--- src/inc/rx_pkg.sv ---
package rx_pkg;

  // ==========================================================================
  // instruction bytes
  localparam logic [7:0] OP_BITOPS    = 8'hCB;
  localparam logic [7:0] OP_EXT       = 8'hED;
  localparam logic [7:0] OP_BASE0     = 8'hDD;
  localparam logic [7:0] OP_BASE1     = 8'hFD;
  localparam logic [7:0] OP_EX_DE_HL  = 8'hEB;
  localparam logic [7:0] OP_EX_AF     = 8'h08;
  localparam logic [7:0] OP_SWAP_ALL  = 8'hD9;
  localparam logic [7:0] OP_EX_STACK  = 8'hE3;
  localparam logic [7:0] EXT_DIGIT_L  = 8'h6F;
  localparam logic [7:0] EXT_DIGIT_R  = 8'h67;
  localparam logic [7:0] EXT_COPY_ADV = 8'hA0;
  localparam logic [7:0] EXT_COPY_RET = 8'hA8;
  localparam logic [7:0] EXT_CMP_ADV  = 8'hA1;

  // shift group field [5:3] and operand field [2:0]
  localparam logic [2:0] SH_ROT_CIRC_R  = 3'h1;
  localparam logic [2:0] SH_ROT_CARRY_L = 3'h2;
  localparam logic [2:0] SH_ARITH_L     = 3'h4;
  localparam logic [2:0] SH_ARITH_R     = 3'h5;
  localparam logic [2:0] MEM_OPERAND    = 3'h6;

  localparam int PREFIX_SEL_POS = 5;
  localparam int DIR_POS        = 3;

  // ==========================================================================
  // flag positions
  localparam int FL_S  = 7;
  localparam int FL_Z  = 6;
  localparam int FL_H  = 4;
  localparam int FL_PV = 2;
  localparam int FL_N  = 1;
  localparam int FL_C  = 0;

  // ==========================================================================
  // lengths in T states, one clock per T state
  localparam logic [4:0] T_SHIFT_PTR = 5'h0F;
  localparam logic [4:0] T_SHIFT_IDX = 5'h17;
  localparam logic [4:0] T_DIGIT     = 5'h12;
  localparam logic [4:0] T_SWAP      = 5'h04;
  localparam logic [4:0] T_STACK_PTR = 5'h13;
  localparam logic [4:0] T_STACK_IDX = 5'h17;
  localparam logic [4:0] T_BLOCK     = 5'h10;

  // memory phases within an instruction
  localparam logic [4:0] PH_RD_LO  = 5'h00;
  localparam logic [4:0] PH_RD_HI  = 5'h01;
  localparam logic [4:0] PH_CAP_LO = 5'h02;
  localparam logic [4:0] PH_CAP_HI = 5'h03;
  localparam logic [4:0] PH_WR_LO  = 5'h03;
  localparam logic [4:0] PH_WR_HI  = 5'h04;

  localparam logic [15:0] RST_WORD = 16'h0000;
  localparam logic [7:0]  RST_BYTE = 8'h00;

  // register load select
  localparam logic [2:0] SEL_AF = 3'h0;
  localparam logic [2:0] SEL_BC = 3'h1;
  localparam logic [2:0] SEL_DE = 3'h2;
  localparam logic [2:0] SEL_HL = 3'h3;
  localparam logic [2:0] SEL_IX = 3'h4;
  localparam logic [2:0] SEL_IY = 3'h5;
  localparam logic [2:0] SEL_SP = 3'h6;

  typedef enum logic [3:0] {
    K_NONE, K_SHIFT, K_DIGIT, K_EX_DE_HL, K_EX_AF, K_SWAP_ALL, K_EX_STACK, K_COPY, K_CMP
  } rx_kind_t;

endpackage

--- src/hw/rx_shift_unit.sv ---
`timescale 1ns/1ps
module rx_shift_unit import rx_pkg::*; (
  input  wire logic [2:0] op_i,
  input  wire logic       digit_i,
  input  wire logic       dir_i,
  input  wire logic [7:0] mem_i,
  input  wire logic [7:0] acc_i,
  input  wire logic       cin_i,
  output logic      [7:0] mem_o,
  output logic      [7:0] acc_o,
  output logic            cout_o
);
  always_comb begin
    mem_o  = mem_i;
    acc_o  = acc_i;
    cout_o = cin_i;
    if (digit_i) begin
      // the leftward digit rotation is the opcode with bit 3 set
      if (dir_i) begin
        mem_o = {mem_i[3:0], acc_i[3:0]};
        acc_o = {acc_i[7:4], mem_i[7:4]};
      end else begin
        mem_o = {acc_i[3:0], mem_i[7:4]};
        acc_o = {acc_i[7:4], mem_i[3:0]};
      end
    end else begin
      case (op_i)
        SH_ROT_CARRY_L: begin
          mem_o  = {mem_i[6:0], cin_i};
          cout_o = mem_i[7];
        end
        SH_ROT_CIRC_R: begin
          mem_o  = {mem_i[0], mem_i[7:1]};
          cout_o = mem_i[0];
        end
        SH_ARITH_L: begin
          mem_o  = {mem_i[6:0], 1'b0};
          cout_o = mem_i[7];
        end
        SH_ARITH_R: begin
          mem_o  = {mem_i[7], mem_i[7:1]};
          cout_o = mem_i[0];
        end
        default: begin
          mem_o  = mem_i;
          cout_o = cin_i;
        end
      endcase
    end
  end
endmodule

--- src/hw/rx_block_step.sv ---
`timescale 1ns/1ps
module rx_block_step import rx_pkg::*; (
  input  wire logic        dir_i,
  input  wire logic [15:0] de_i,
  input  wire logic [15:0] hl_i,
  input  wire logic [15:0] bc_i,
  input  wire logic [7:0]  acc_i,
  input  wire logic [7:0]  mem_i,
  output logic      [15:0] de_o,
  output logic      [15:0] hl_o,
  output logic      [15:0] bc_o,
  output logic             more_o,
  output logic      [7:0]  diff_o,
  output logic             half_o
);
  // dir_i low advances the pointers, high retreats them
  assign de_o   = dir_i ? de_i - 16'h0001 : de_i + 16'h0001;
  assign hl_o   = dir_i ? hl_i - 16'h0001 : hl_i + 16'h0001;
  assign bc_o   = bc_i - 16'h0001;
  assign more_o = (bc_o != 16'h0000);
  assign diff_o = acc_i - mem_i;
  assign half_o = (acc_i[3:0] < mem_i[3:0]);
endmodule

--- src/hw/rx_exec_unit.sv ---
`timescale 1ns/1ps
module rx_exec_unit import rx_pkg::*; (
  input  wire logic        clk_i,
  input  wire logic        rst_i,
  input  wire logic        ce_i,
  input  wire logic        start_i,
  input  wire logic [7:0]  byte0_i,
  input  wire logic [7:0]  byte1_i,
  input  wire logic [7:0]  byte2_i,
  input  wire logic [7:0]  byte3_i,
  input  wire logic        reg_wr_i,
  input  wire logic [2:0]  reg_sel_i,
  input  wire logic [15:0] reg_wdata_i,
  input  wire logic [7:0]  mem_rdata_i,
  output logic             busy_o,
  output logic             done_o,
  output logic             illegal_o,
  output logic             mem_rd_o,
  output logic             mem_wr_o,
  output logic      [15:0] mem_addr_o,
  output logic      [7:0]  mem_wdata_o,
  output logic      [7:0]  acc_o,
  output logic      [7:0]  flags_o,
  output logic      [15:0] bc_o,
  output logic      [15:0] de_o,
  output logic      [15:0] hl_o,
  output logic      [15:0] ix_o,
  output logic      [15:0] iy_o,
  output logic      [15:0] sp_o
);
  // ==========================================================================
  // register set
  logic [7:0]  acc, flg, acc_alt, flg_alt;
  logic [15:0] bc, de, hl, ix, iy, sp, bc_alt, de_alt, hl_alt;

  // ==========================================================================
  // sequencing state
  rx_kind_t    kind, next_kind;
  logic [4:0]  tcnt, len, next_len;
  logic [2:0]  sh_op, next_op;
  logic [1:0]  xsel, next_xsel;
  logic        dir, indexed, next_indexed;
  logic [15:0] ea, next_ea, base;
  logic [7:0]  rdat_lo, rdat_hi;

  logic [7:0]  sh_mem, sh_acc, diff;
  logic        sh_c, more, half;
  logic [15:0] de_step, hl_step, bc_step, xreg;

  // ==========================================================================
  // decode of the presented bytes
  always_comb begin
    next_kind    = K_NONE;
    next_len     = T_SWAP;
    next_op      = byte1_i[5:3];
    next_xsel    = 2'h0;
    next_indexed = 1'b0;
    next_ea      = hl;
    base         = byte0_i[PREFIX_SEL_POS] ? iy : ix;
    case (byte0_i)
      OP_BITOPS: begin
        if (byte1_i[2:0] == MEM_OPERAND && (byte1_i[5:3] == SH_ROT_CARRY_L || byte1_i[5:3] == SH_ROT_CIRC_R ||
            byte1_i[5:3] == SH_ARITH_L || byte1_i[5:3] == SH_ARITH_R)) begin
          next_kind = K_SHIFT;
          next_len  = T_SHIFT_PTR;
        end
      end
      OP_BASE0, OP_BASE1: begin
        if (byte1_i == OP_BITOPS && byte3_i[2:0] == MEM_OPERAND && (byte3_i[5:3] == SH_ROT_CARRY_L ||
            byte3_i[5:3] == SH_ROT_CIRC_R || byte3_i[5:3] == SH_ARITH_L || byte3_i[5:3] == SH_ARITH_R)) begin
          next_kind    = K_SHIFT;
          next_len     = T_SHIFT_IDX;
          next_op      = byte3_i[5:3];
          next_indexed = 1'b1;
          next_ea      = base + {{8{byte2_i[7]}}, byte2_i};
        end else if (byte1_i == OP_EX_STACK) begin
          next_kind = K_EX_STACK;
          next_len  = T_STACK_IDX;
          next_xsel = byte0_i[PREFIX_SEL_POS] ? 2'h2 : 2'h1;
          next_ea   = sp;
        end
      end
      OP_EXT: begin
        case (byte1_i)
          EXT_DIGIT_L, EXT_DIGIT_R: begin
            next_kind = K_DIGIT;
            next_len  = T_DIGIT;
          end
          EXT_COPY_ADV, EXT_COPY_RET: begin
            next_kind = K_COPY;
            next_len  = T_BLOCK;
          end
          EXT_CMP_ADV: begin
            next_kind = K_CMP;
            next_len  = T_BLOCK;
          end
          default: next_kind = K_NONE;
        endcase
      end
      OP_EX_DE_HL: next_kind = K_EX_DE_HL;
      OP_EX_AF:    next_kind = K_EX_AF;
      OP_SWAP_ALL: next_kind = K_SWAP_ALL;
      OP_EX_STACK: begin
        next_kind = K_EX_STACK;
        next_len  = T_STACK_PTR;
        next_ea   = sp;
      end
      default: next_kind = K_NONE;
    endcase
  end

  rx_shift_unit u_shift (
    .op_i    (sh_op),
    .digit_i (kind == K_DIGIT),
    .dir_i   (dir),
    .mem_i   (rdat_lo),
    .acc_i   (acc),
    .cin_i   (flg[FL_C]),
    .mem_o   (sh_mem),
    .acc_o   (sh_acc),
    .cout_o  (sh_c)
  );

  rx_block_step u_step (
    .dir_i   (dir),
    .de_i    (de),
    .hl_i    (hl),
    .bc_i    (bc),
    .acc_i   (acc),
    .mem_i   (rdat_lo),
    .de_o    (de_step),
    .hl_o    (hl_step),
    .bc_o    (bc_step),
    .more_o  (more),
    .diff_o  (diff),
    .half_o  (half)
  );

  assign xreg = (xsel == 2'h1) ? ix : (xsel == 2'h2) ? iy : hl;

  // ==========================================================================
  // sequencer: busy stands exactly len cycles, done marks the last one
  always_ff @(posedge clk_i) begin
    if (rst_i) begin
      busy_o    <= 1'b0;
      done_o    <= 1'b0;
      illegal_o <= 1'b0;
      tcnt      <= 5'h00;
      len       <= T_SWAP;
      kind      <= K_NONE;
      sh_op     <= 3'h0;
      xsel      <= 2'h0;
      dir       <= 1'b0;
      indexed   <= 1'b0;
      ea        <= RST_WORD;
    end else if (ce_i) begin
      illegal_o <= 1'b0;
      done_o    <= busy_o && (tcnt == len - 5'h02);
      if (!busy_o) begin
        if (start_i && next_kind != K_NONE) begin
          busy_o  <= 1'b1;
          tcnt    <= 5'h00;
          len     <= next_len;
          kind    <= next_kind;
          sh_op   <= next_op;
          xsel    <= next_xsel;
          dir     <= byte1_i[DIR_POS];
          indexed <= next_indexed;
          ea      <= next_ea;
        end else begin
          illegal_o <= start_i;
        end
      end else if (tcnt == len - 5'h01) begin
        busy_o <= 1'b0;
      end else begin
        tcnt <= tcnt + 5'h01;
      end
    end
  end

  // ==========================================================================
  // memory side: a read is answered one cycle after it is seen
  always_ff @(posedge clk_i) begin
    if (rst_i) begin
      mem_rd_o    <= 1'b0;
      mem_wr_o    <= 1'b0;
      mem_addr_o  <= RST_WORD;
      mem_wdata_o <= RST_BYTE;
      rdat_lo     <= RST_BYTE;
      rdat_hi     <= RST_BYTE;
    end else if (ce_i) begin
      mem_rd_o <= 1'b0;
      mem_wr_o <= 1'b0;
      if (busy_o && kind != K_EX_DE_HL && kind != K_EX_AF && kind != K_SWAP_ALL) begin
        if (tcnt == PH_RD_LO) begin
          mem_rd_o   <= 1'b1;
          mem_addr_o <= (kind == K_COPY || kind == K_CMP) ? hl : ea;
        end
        if (tcnt == PH_RD_HI && kind == K_EX_STACK) begin
          mem_rd_o   <= 1'b1;
          mem_addr_o <= ea + 16'h0001;
        end
        if (tcnt == PH_CAP_LO) rdat_lo <= mem_rdata_i;
        if (tcnt == PH_CAP_HI) rdat_hi <= mem_rdata_i;
        if (tcnt == PH_WR_LO && kind != K_CMP) begin
          mem_wr_o <= 1'b1;
          case (kind)
            K_COPY: begin
              mem_addr_o  <= de;
              mem_wdata_o <= rdat_lo;
            end
            K_EX_STACK: begin
              mem_addr_o  <= ea;
              mem_wdata_o <= xreg[7:0];
            end
            default: begin
              mem_addr_o  <= ea;
              mem_wdata_o <= sh_mem;
            end
          endcase
        end
        if (tcnt == PH_WR_HI && kind == K_EX_STACK) begin
          mem_wr_o    <= 1'b1;
          mem_addr_o  <= ea + 16'h0001;
          mem_wdata_o <= xreg[15:8];
        end
      end
    end
  end

  // ==========================================================================
  // register file; loads are ignored while an instruction runs
  always_ff @(posedge clk_i) begin
    if (rst_i) begin
      acc <= RST_BYTE;
      flg <= RST_BYTE;
      acc_alt <= RST_BYTE;
      flg_alt <= RST_BYTE;
      {bc, de, hl, ix, iy, sp} <= {6{RST_WORD}};
      {bc_alt, de_alt, hl_alt} <= {3{RST_WORD}};
    end else if (ce_i) begin
      if (!busy_o && reg_wr_i) begin
        case (reg_sel_i)
          SEL_AF: {acc, flg} <= reg_wdata_i;
          SEL_BC: bc <= reg_wdata_i;
          SEL_DE: de <= reg_wdata_i;
          SEL_HL: hl <= reg_wdata_i;
          SEL_IX: ix <= reg_wdata_i;
          SEL_IY: iy <= reg_wdata_i;
          SEL_SP: sp <= reg_wdata_i;
          default: sp <= sp;
        endcase
      end else if (busy_o && tcnt == len - 5'h01) begin
        case (kind)
          K_SHIFT, K_DIGIT: begin
            if (kind == K_DIGIT) acc <= sh_acc;
            flg[FL_S]  <= (kind == K_DIGIT) ? sh_acc[7] : sh_mem[7];
            flg[FL_Z]  <= (kind == K_DIGIT) ? (sh_acc == 8'h00) : (sh_mem == 8'h00);
            flg[FL_PV] <= (kind == K_DIGIT) ? ~^sh_acc : ~^sh_mem;
            flg[FL_H]  <= 1'b0;
            flg[FL_N]  <= 1'b0;
            if (kind == K_SHIFT) flg[FL_C] <= sh_c;
          end
          K_EX_DE_HL: begin
            de <= hl;
            hl <= de;
          end
          K_EX_AF: begin
            {acc, flg} <= {acc_alt, flg_alt};
            {acc_alt, flg_alt} <= {acc, flg};
          end
          K_SWAP_ALL: begin
            {bc, de, hl} <= {bc_alt, de_alt, hl_alt};
            {bc_alt, de_alt, hl_alt} <= {bc, de, hl};
          end
          K_EX_STACK: begin
            case (xsel)
              2'h1: ix <= {rdat_hi, rdat_lo};
              2'h2: iy <= {rdat_hi, rdat_lo};
              default: hl <= {rdat_hi, rdat_lo};
            endcase
          end
          K_COPY: begin
            de <= de_step;
            hl <= hl_step;
            bc <= bc_step;
            flg[FL_H]  <= 1'b0;
            flg[FL_N]  <= 1'b0;
            flg[FL_PV] <= more;
          end
          K_CMP: begin
            hl <= hl_step;
            bc <= bc_step;
            flg[FL_S]  <= diff[7];
            flg[FL_Z]  <= (diff == 8'h00);
            flg[FL_H]  <= half;
            flg[FL_N]  <= 1'b1;
            flg[FL_PV] <= more;
          end
          default: flg <= flg;
        endcase
      end
    end
  end

  assign {acc_o, flags_o, bc_o, de_o, hl_o} = {acc, flg, bc, de, hl};
  assign {ix_o, iy_o, sp_o} = {ix, iy, sp};

  // ==========================================================================
  // checks; busy_len counts the cycles of the instruction just ended
  logic [4:0] busy_len;
  always_ff @(posedge clk_i) begin
    if (rst_i) busy_len <= 5'h00;
    else if (ce_i) busy_len <= busy_o ? busy_len + 5'h01 : 5'h00;
  end

  AST_SHIFT_LEN: assert property (@(posedge clk_i) disable iff (rst_i)
    ($fell(busy_o) && kind == K_SHIFT) |-> busy_len == (indexed ? 5'h17 : 5'h0F))
    else $error("memory shift length wrong");
  AST_DIGIT_LEN: assert property (@(posedge clk_i) disable iff (rst_i)
    ($fell(busy_o) && kind == K_DIGIT) |-> busy_len == 5'h12)
    else $error("digit rotate length wrong");
  AST_SWAP_LEN: assert property (@(posedge clk_i) disable iff (rst_i)
    ($fell(busy_o) && (kind == K_EX_DE_HL || kind == K_EX_AF || kind == K_SWAP_ALL)) |-> busy_len == 5'h04)
    else $error("register swap length wrong");
  AST_BLOCK_LEN: assert property (@(posedge clk_i) disable iff (rst_i)
    ($fell(busy_o) && (kind == K_COPY || kind == K_CMP)) |-> busy_len == 5'h10)
    else $error("block step length wrong");
  AST_SHIFT_FLAGS: assert property (@(posedge clk_i) disable iff (rst_i)
    (done_o && ce_i && kind == K_SHIFT) |=> !flg[FL_H] && !flg[FL_N] && flg[FL_Z] == (mem_wdata_o == 8'h00)
      && flg[FL_PV] == ~^mem_wdata_o && flg[FL_S] == mem_wdata_o[7])
    else $error("memory shift flags wrong");
  AST_RL_CARRY: assert property (@(posedge clk_i) disable iff (rst_i)
    (done_o && ce_i && kind == K_SHIFT && sh_op == SH_ROT_CARRY_L) |=>
      flg[FL_C] == rdat_lo[7] && mem_wdata_o == {rdat_lo[6:0], $past(flg[FL_C])})
    else $error("rotate through carry wrong");
  AST_RRC: assert property (@(posedge clk_i) disable iff (rst_i)
    (done_o && ce_i && kind == K_SHIFT && sh_op == SH_ROT_CIRC_R) |=>
      flg[FL_C] == rdat_lo[0] && mem_wdata_o == {rdat_lo[0], rdat_lo[7:1]})
    else $error("circular right rotate wrong");
  AST_SRA: assert property (@(posedge clk_i) disable iff (rst_i)
    (done_o && ce_i && kind == K_SHIFT && sh_op == SH_ARITH_R) |=>
      flg[FL_C] == rdat_lo[0] && mem_wdata_o == {rdat_lo[7], rdat_lo[7:1]})
    else $error("arithmetic right shift wrong");
  AST_EX_DE_HL: assert property (@(posedge clk_i) disable iff (rst_i)
    (done_o && ce_i && kind == K_EX_DE_HL) |=> de == $past(hl) && hl == $past(de) && flg == $past(flg))
    else $error("pointer pair swap wrong");
  AST_STACK_WR: assert property (@(posedge clk_i) disable iff (rst_i)
    ($rose(mem_wr_o) && kind == K_EX_STACK) |-> mem_addr_o == sp ##1 mem_wr_o && mem_addr_o == sp + 16'h0001)
    else $error("stack exchange writes wrong");
  AST_COPY: assert property (@(posedge clk_i) disable iff (rst_i)
    (done_o && ce_i && kind == K_COPY && !dir) |=> de == $past(de) + 16'h0001 && bc == $past(bc) - 16'h0001
      && flg[FL_PV] == (bc != 16'h0000) && !flg[FL_N] && !flg[FL_H])
    else $error("copy and advance wrong");
  AST_CMP: assert property (@(posedge clk_i) disable iff (rst_i)
    (done_o && ce_i && kind == K_CMP) |=> flg[FL_N] && flg[FL_Z] == (acc == rdat_lo) && hl == $past(hl) + 16'h0001)
    else $error("compare and advance wrong");

endmodule

--- config.mk ---
export PLATFORM = sky130hd
export DESIGN_NAME = rx_exec_unit
export DESIGN_NICKNAME = d
export VERILOG_FILES = /design/src/inc/rx_pkg.sv /design/src/hw/rx_shift_unit.sv /design/src/hw/rx_block_step.sv /design/src/hw/rx_exec_unit.sv
export SDC_FILE = /design/constraint.sdc
export NUM_CORES = 1
export LEC_CHECK = 0
export ABC_CLOCK_PERIOD_IN_PS = 5640
export BUFFER_PORTS_ARGS = -buffer_cell sky130_fd_sc_hd__buf_2
export CAP_MARGIN = 20
export CORE_MARGIN = 1
export CORE_UTILIZATION = 45
export DETAILED_ROUTE_END_ITERATION = 8
export HOLD_SLACK_MARGIN = 0.06
export PLACE_DENSITY = 0.7
export SLEW_MARGIN = 10
export SYNTH_ARGS = -nofsm -noshare
export SYNTH_HDL_FRONTEND = slang
export SYNTH_SLANG_ARGS = --single-unit
--- constraint.sdc ---
create_clock -name clk_i -period 5.64 [get_ports clk_i]
set_clock_uncertainty 0.2 [all_clocks]
set_input_delay 0.564 -clock clk_i [delete_from_list [all_inputs] [get_ports clk_i]]
set_output_delay 0.564 -clock clk_i [all_outputs]
set_load 0.01 [all_outputs]
Yosys cells after proc, flatten, opt, wreduce, memory -nomap -nowiden
Index checks and enable logic that the tools add are counted.
{"block": "totals", "ff_bits": 257, "inputBits": 64, "out_inout_bits": 141, "elab_cells": 284}
{"block": "op_classes", "n_addsub": 11, "magnitude_cmp": 1, "n_eq_ne": 67, "mux": 95, "n_bitwise": 2, "n_reduce_logical": 75}
{"cell": "16-bit 2-to-1 mux", "n": 33}
{"cell": "8-bit == test, second input constant", "n": 12}
{"cell": "8-bit 2-to-1 mux", "n": 11}
{"cell": "16-bit case mux with 2 select lines", "n": 2}
{"cell": "16-bit case mux with 4 select lines", "n": 1}
{"cell": "16-bit by 1-bit adder with 16-bit output, second input constant", "n": 3}
{"cell": "16-bit case mux with 3 select lines", "n": 1}
{"cell": "16-bit by 1-bit subtractor with 16-bit output, second input constant", "n": 3}
{"cell": "3-bit == test, second input constant", "n": 11}
{"cell": "8-bit case mux with 2 select lines", "n": 2}
{"cell": "8-bit case mux with 4 select lines", "n": 1}
{"cell": "4-bit AND reduction", "n": 8}
{"cell": "4-bit case mux with 7 select lines", "n": 1}
{"cell": "5-bit 2-to-1 mux", "n": 5}
{"cell": "8-bit logical NOT", "n": 3}
{"cell": "3-bit AND reduction", "n": 7}
{"cell": "5-bit case mux with 4 select lines", "n": 1}
{"cell": "5-bit AND reduction", "n": 4}
{"cell": "4-bit nonzero test", "n": 5}
{"cell": "1-bit 2-to-1 mux", "n": 19}
{"cell": "16-bit adder", "n": 1}
{"cell": "4-bit by 3-bit == test with 1-bit output, second input constant", "n": 4}
{"cell": "8-bit by 7-bit == test with 1-bit output, second input constant", "n": 2}
{"cell": "16-bit nonzero test", "n": 1}
{"cell": "46 further kinds", "n": 110}

Logic depth before layout (Yosys ltp)
{"block": "depth", "word_depth": 11, "ltp_mapped": 14, "ltp_nobuf": 12}

By module
A second synthesis with hierarchy kept.
{"block": "unflattened", "cells_unflattened": 2193, "area_unflattened_um2": 17486.8}
{"module": "rx_exec_unit", "instances": 1, "cells_per_inst": 1799, "area_each_um2": 14700.3, "seq_area_each_um2": 5144.9}
{"module": "rx_block_step", "instances": 1, "cells_per_inst": 305, "area_each_um2": 2165.8, "seq_area_each_um2": 0.0}
{"module": "rx_shift_unit", "instances": 1, "cells_per_inst": 89, "area_each_um2": 620.6, "seq_area_each_um2": 0.0}

Worst setup path before layout
Ideal clock, no wire load.
{"block": "synth_timing", "path_type": "input to register", "startpoint": "input byte0_i[5]", "endpoint": "register ea[14]", "setup_ns": 0.070, "arrival_ns": 3.303, "t_required_ns": 5.370, "setup_slack_ns": 2.066, "stages": 12, "path_buffers": 2, "path_cell_list": "buf_2 buf_1 mux2_2 ha_1 fa_1 a211oi_1 o21a_1 o311ai_0 o211ai_1 mux2i_1 o2111ai_1 a21oi_1"}
{"block": "synth_via", "elab_chain_cells": 6, "elab_cells_between_ends": 17, "cone_classes": "add/sub: 1; eq/ne: 8; mux: 4; reduce/logical: 4"}
{"item": "from (decl)", "line": "rx_exec_unit.sv:7", "rtl": "input wire logic [7:0] byte0_i,"}
{"item": "parallel branches: the longest is 6 deep, another holds 16-bit adder"}
{"item": "to (signal assigned)", "line": "rx_exec_unit.sv:169", "rtl": "ea <= next_ea;"}
{"item": "to (decl)", "line": "rx_exec_unit.sv:43", "rtl": "logic [15:0] ea, next_ea, base;"}
Parallel ways; which one is timed is not known.
A chain may end at the register's enable or synchronous reset.

Worst setup path after layout
{"block": "layout_timing", "startpoint": "register dir", "endpoint": "register de[15], in the netlist de_o[15]"}
{"block": "layout_via", "elab_chain_cells": 4}
{"item": "from (decl)", "line": "rx_exec_unit.sv:42", "rtl": "logic dir, indexed, next_indexed;"}
{"item": "from (signal assigned)", "line": "rx_exec_unit.sv:167", "rtl": "dir <= byte1_i[DIR_POS];"}
{"item": "16-bit 2-to-1 mux", "line": "rx_block_step.sv:17", "rtl": "assign de_o = dir_i ? de_i - 16'h0001 : de_i + 16'h0001;"}
{"item": "16-bit case mux with 3 select lines", "line": "rx_exec_unit.sv:254", "rtl": "case (kind)"}
{"item": "16-bit 2-to-1 mux", "line": "rx_exec_unit.sv:253", "rtl": "end else if (busy_o && tcnt == len - 5'h01) begin"}
{"item": "16-bit 2-to-1 mux", "line": "rx_exec_unit.sv:242", "rtl": "if (!busy_o && reg_wr_i) begin"}
{"item": "to (signal assigned)", "line": "rx_exec_unit.sv:239", "rtl": "{bc, de, hl, ix, iy, sp} <= {6{RST_WORD}};"}
{"item": "to (signal assigned)", "line": "rx_exec_unit.sv:246", "rtl": "SEL_DE: de <= reg_wdata_i;"}
{"item": "to (signal assigned)", "line": "rx_exec_unit.sv:265", "rtl": "de <= hl;"}
{"item": "to (decl)", "line": "rx_exec_unit.sv:34", "rtl": "logic [15:0] bc, de, hl, ix, iy, sp, bc_alt, de_alt, hl_alt;"}
No other way between the ends. The select of a mux whose other input is x is not followed.

==> summary.txt <==
Outcome
  – Status: finished clean

Yosys
  – Largest area contributor in the netlist: dfxtp_1
  – Syn Std Cell Area: 17,900 um2
  – Main combinational cell family by area after synthesis: compound AO/OA/AOI/OAI gates
  – Sequential area share after synthesis: 0.287
  – Yosys Warn Count: 0
  – Most numerous cell in the Yosys netlist: nand2_1
  – Number of synthesized register bits: 257
  – Post-synth top cells: nand2_1 (305), dfxtp_1 (257), a21oi_1 (249), nor2_1 (237), clkbuf_1 (115)
  – Post-Synth Simple-Gate Area: 0.222
  – Xor/xnor share of the synthesized area: 0.0381
  – Count of different cell masters after synthesis: 102
  – Syn nets: 2,477
  – Most used flip-flop cell after synthesis: dfxtp_1
  – Post-Syn Instances: 2,340
  – Proportion of synthesized area in mux cells: 0.0728
  – Adder-cell share of the synthesized area: 0.0522
  – Avg Synthesized Cell Area: 7.67 um2
  – Synth top area share: 0.287
  – Post-synth ARST share: 0
  – Post-synth EDFFs: 0
  – Compound-Gate Fraction of Synth Area: 0.274
  – Synth area leaders: dfxtp_1 (29%), a21oi_1 (6.9%), nand2_1 (6.4%), mux2i_1 (5.5%), nor2_1 (5.0%)

Final layout
  – Area occupied by multi-input gates: 11,900 um2
  – # nets final: 2,569
  – Area grow syn2layout: 13.2%
  – Register area: 5150 um2
  – Fillcell total: 3,735
  – Share of layout cells above drive strength 1: 0.155

Timing
  – Fin crit share: 0.704
  – Slack of the critical path: 1670 ps
  – Fin crit period: 3970 ps
  – Final Hold Fails: 0
  – Final setup violation count: 0
  – RSZ-0062 raised after global routing: no
  – Setup TNS: 0 ps
  – Achievable Freq: 0.252 GHz
  – Min Hold Slack: 72.6 ps
  – Worst slew pin tran: 1260 ps
  – Slew headroom: 0.160
  – Slew Limit Fails: 0

Floorplanning
  – Die footprint: 40,700 um2
  – Die X: 202 um
  – Top Ports: 205
  – Initial core utilization: 0.460
  – Die height: 202 um
  – # rows: 72
  – Area of the core: 39,000 um2

Critical path
  – Crit path DAT: 4240 ps
  – Crit-path most repeated cell: a211oi_1
  – CP required: 5900 ps
  – Worst Setup End Kind: register
  – Buffers plus inverters on the worst setup path: 1
  – CP Cell Sequence: buf_4 -> ha_1 -> a211oi_1 -> o21bai_1 -> a211oi_1 -> o211ai_1 -> a2111oi_0 -> nand4bb_1 -> nand3_1
  – CP max stage delay: 910 ps
  – Worst setup path class: register to register
  – Cell class contributing the biggest share of worst-path delay: compound AO/OA/AOI/OAI gates
  – Slowest cell on crit path: dfxtp_2
  – CP Max Fanout: 37
  – Worst setup SP type: register

Clocking
  – CTS Root Cell: clkbuf_16
  – Worst skew pair latency: 610 ps
  – H-tree depth: 1
  – Max Root-Sink Buffers: 3
  – PostCTS Resize Cnt: 0
  – CTS tree: yes
  – Clock sinks: 257
  – Reg clk slew, reported paths: 60 ps
  – Num CTS Buffers: 31

Route
  – 1st-iter DRT viols: 1,740
  – DR WL/cell: 23.1 um
  – ANT nets after route: 0
  – Vias/cell: 6.35
  – Vias: 18,900
  – Post-Route WL: 68,900 um
  – 1st-pass router iterations: 7
  – DRC errors left: 0

GRT
  – First-pass GRT wire length: 104,000 um
  – Initial antenna violation count: 4
  – Largest net degree at the start of global routing: 126
  – Tot GR Track Use: 0.329
  – Total gr overflow: 0
  – Vias in the first global route: 17,400

Job
  – Max-cap viol count: 0

Power and ir drop
  – Peak supply drop: 0.272 mV
  – Internal power: 3290 uW
  – Clk pwr share: 0.496
  – Power share of the combinational group: 0.087
  – Power per cell area: 219 nW/um2
  – Switch share: 0.261
  – Leakage: 0.00772 uW
  – Seq pwr share: 0.418
  – P_sw: 1160 uW

Place
  – Port bufs: 202
  – Pre-CTS setup slack: 1710 ps
  – Dpl hpwl: 48,300 um
  – GPL Wtd Cong: 0.939

Worst hold path
  – Min-Delay Path Class: primary input to register
tightest hold or removal path: cells and delay by family:
kind | cells | cell delay [ps]
simple gates | 1 | 80
buf+inv | 1 | 130
mux | 1 | 80
cells in the final DEF, fill, tap and decap left out, drive strengths merged, types with 23 or more instances in the layout:
master / netlist / routed
nor2: 240 / 240
o22ai: 27 / 27
clkbuf: 115 / 38
a211oi: 93 / 93
a221oi: 31 / 31
nand3: 46 / 46
o21ai: 115 / 115
mux2i: 99 / 99
buf: 70 / 242
nor3b: 24 / 24
xor2: 35 / 35
nand2: 306 / 306
inv: 47 / 49
a21oi: 251 / 251
xnor2: 43 / 43
nor3: 53 / 53
ha: 70 / 70
mux2: 28 / 28
dfxtp: 257 / 257
o211ai: 23 / 23
power by group through the flow:
stage	clock, uW	sequential (uW)	combinational (uW)
6_report	2210	1860	386
5_1_grt	2290	1860	412
4_1_cts	2220	1860	378
3_5_place_dp	0	1900	374
3_3_place_gp	0	1900	370
2_1_floorplan	0	1890	238
logic make-up after synthesis:
kind of cell               Yosys count
and+or+nand+nor                    835
AOI/OAI and AO/OA                  738
DFF                                257
adders and majority gates           73
xor gates and xnor gates            78
muxes                              127
buffers and inverters              232
repair_timing:
action	4_1_cts	5_1_grt
setup endpoints to repair	0	0
setup buffers	0	0
hold buffers	2	0
endpoints found under the hold margin	4	0
metal layers:
metal  global-route usage  share of wire  up-vias
met5                    0        0.00028        -
met4                0.178          0.057        4
met3               0.0528          0.092      216
met2                0.512           0.44      927
met1                0.436           0.41     8970
li1                     -              -     8793
final timing paths:
path / from / end / slack [ps] / cells past startpoint
worst min-delay path: mem_rdata_i[1] / rdat_lo[1]$_SDFFE_PP0P_ / 70 / 3
worst max-delay path: dir$_SDFFE_PP0P_ / de_o[15]$_SDFFE_PP0P_ / 1670 / 9
worst max register to register: dir$_SDFFE_PP0P_ / de_o[15]$_SDFFE_PP0P_ / 1670 / 9
worst min register to register: mem_addr_o[8]$_SDFFE_PP0P_ / mem_addr_o[8]$_SDFFE_PP0P_ / 250 / 2
cell type report:
cell class	count	share of cell area
multi-input cells	1851	0.584
well taps	518	0.0319
repair buffers	244	0.0665
clock inverters	19	0.0142
diodes	3	0.000370
inverters	47	0.00869
clock buffers	38	0.0410
flip-flops and latches	257	0.253
per-stage QoR:
stage	util	std cells	total power [uW]	cell area, um2
final	0.521	2977	4460	20300
after global routing	0.520	2976	4560	20300
after CTS	0.520	2974	4460	20300
after detailed placement	0.491	2915	2270	19200
after global placement	0.491	2915	2270	19200
after floorplan	-	2340	2130	17900
state kept, by name (all words and copies together), names as in the netlist, 8 cells and up:
signal       cells
bc_alt          16
bc_o            16
de_alt          16
de_o            16
ea              16
hl_alt          16
hl_o            16
ix_o            16
iy_o            16
mem_addr_o      16
sp_o            16
acc_alt          8
acc_o            8
flags_o          8
flg_alt          8
mem_wdata_o      8
rdat_hi          8
rdat_lo          8
No activity file was read; power rests on OpenSTA's default activity.
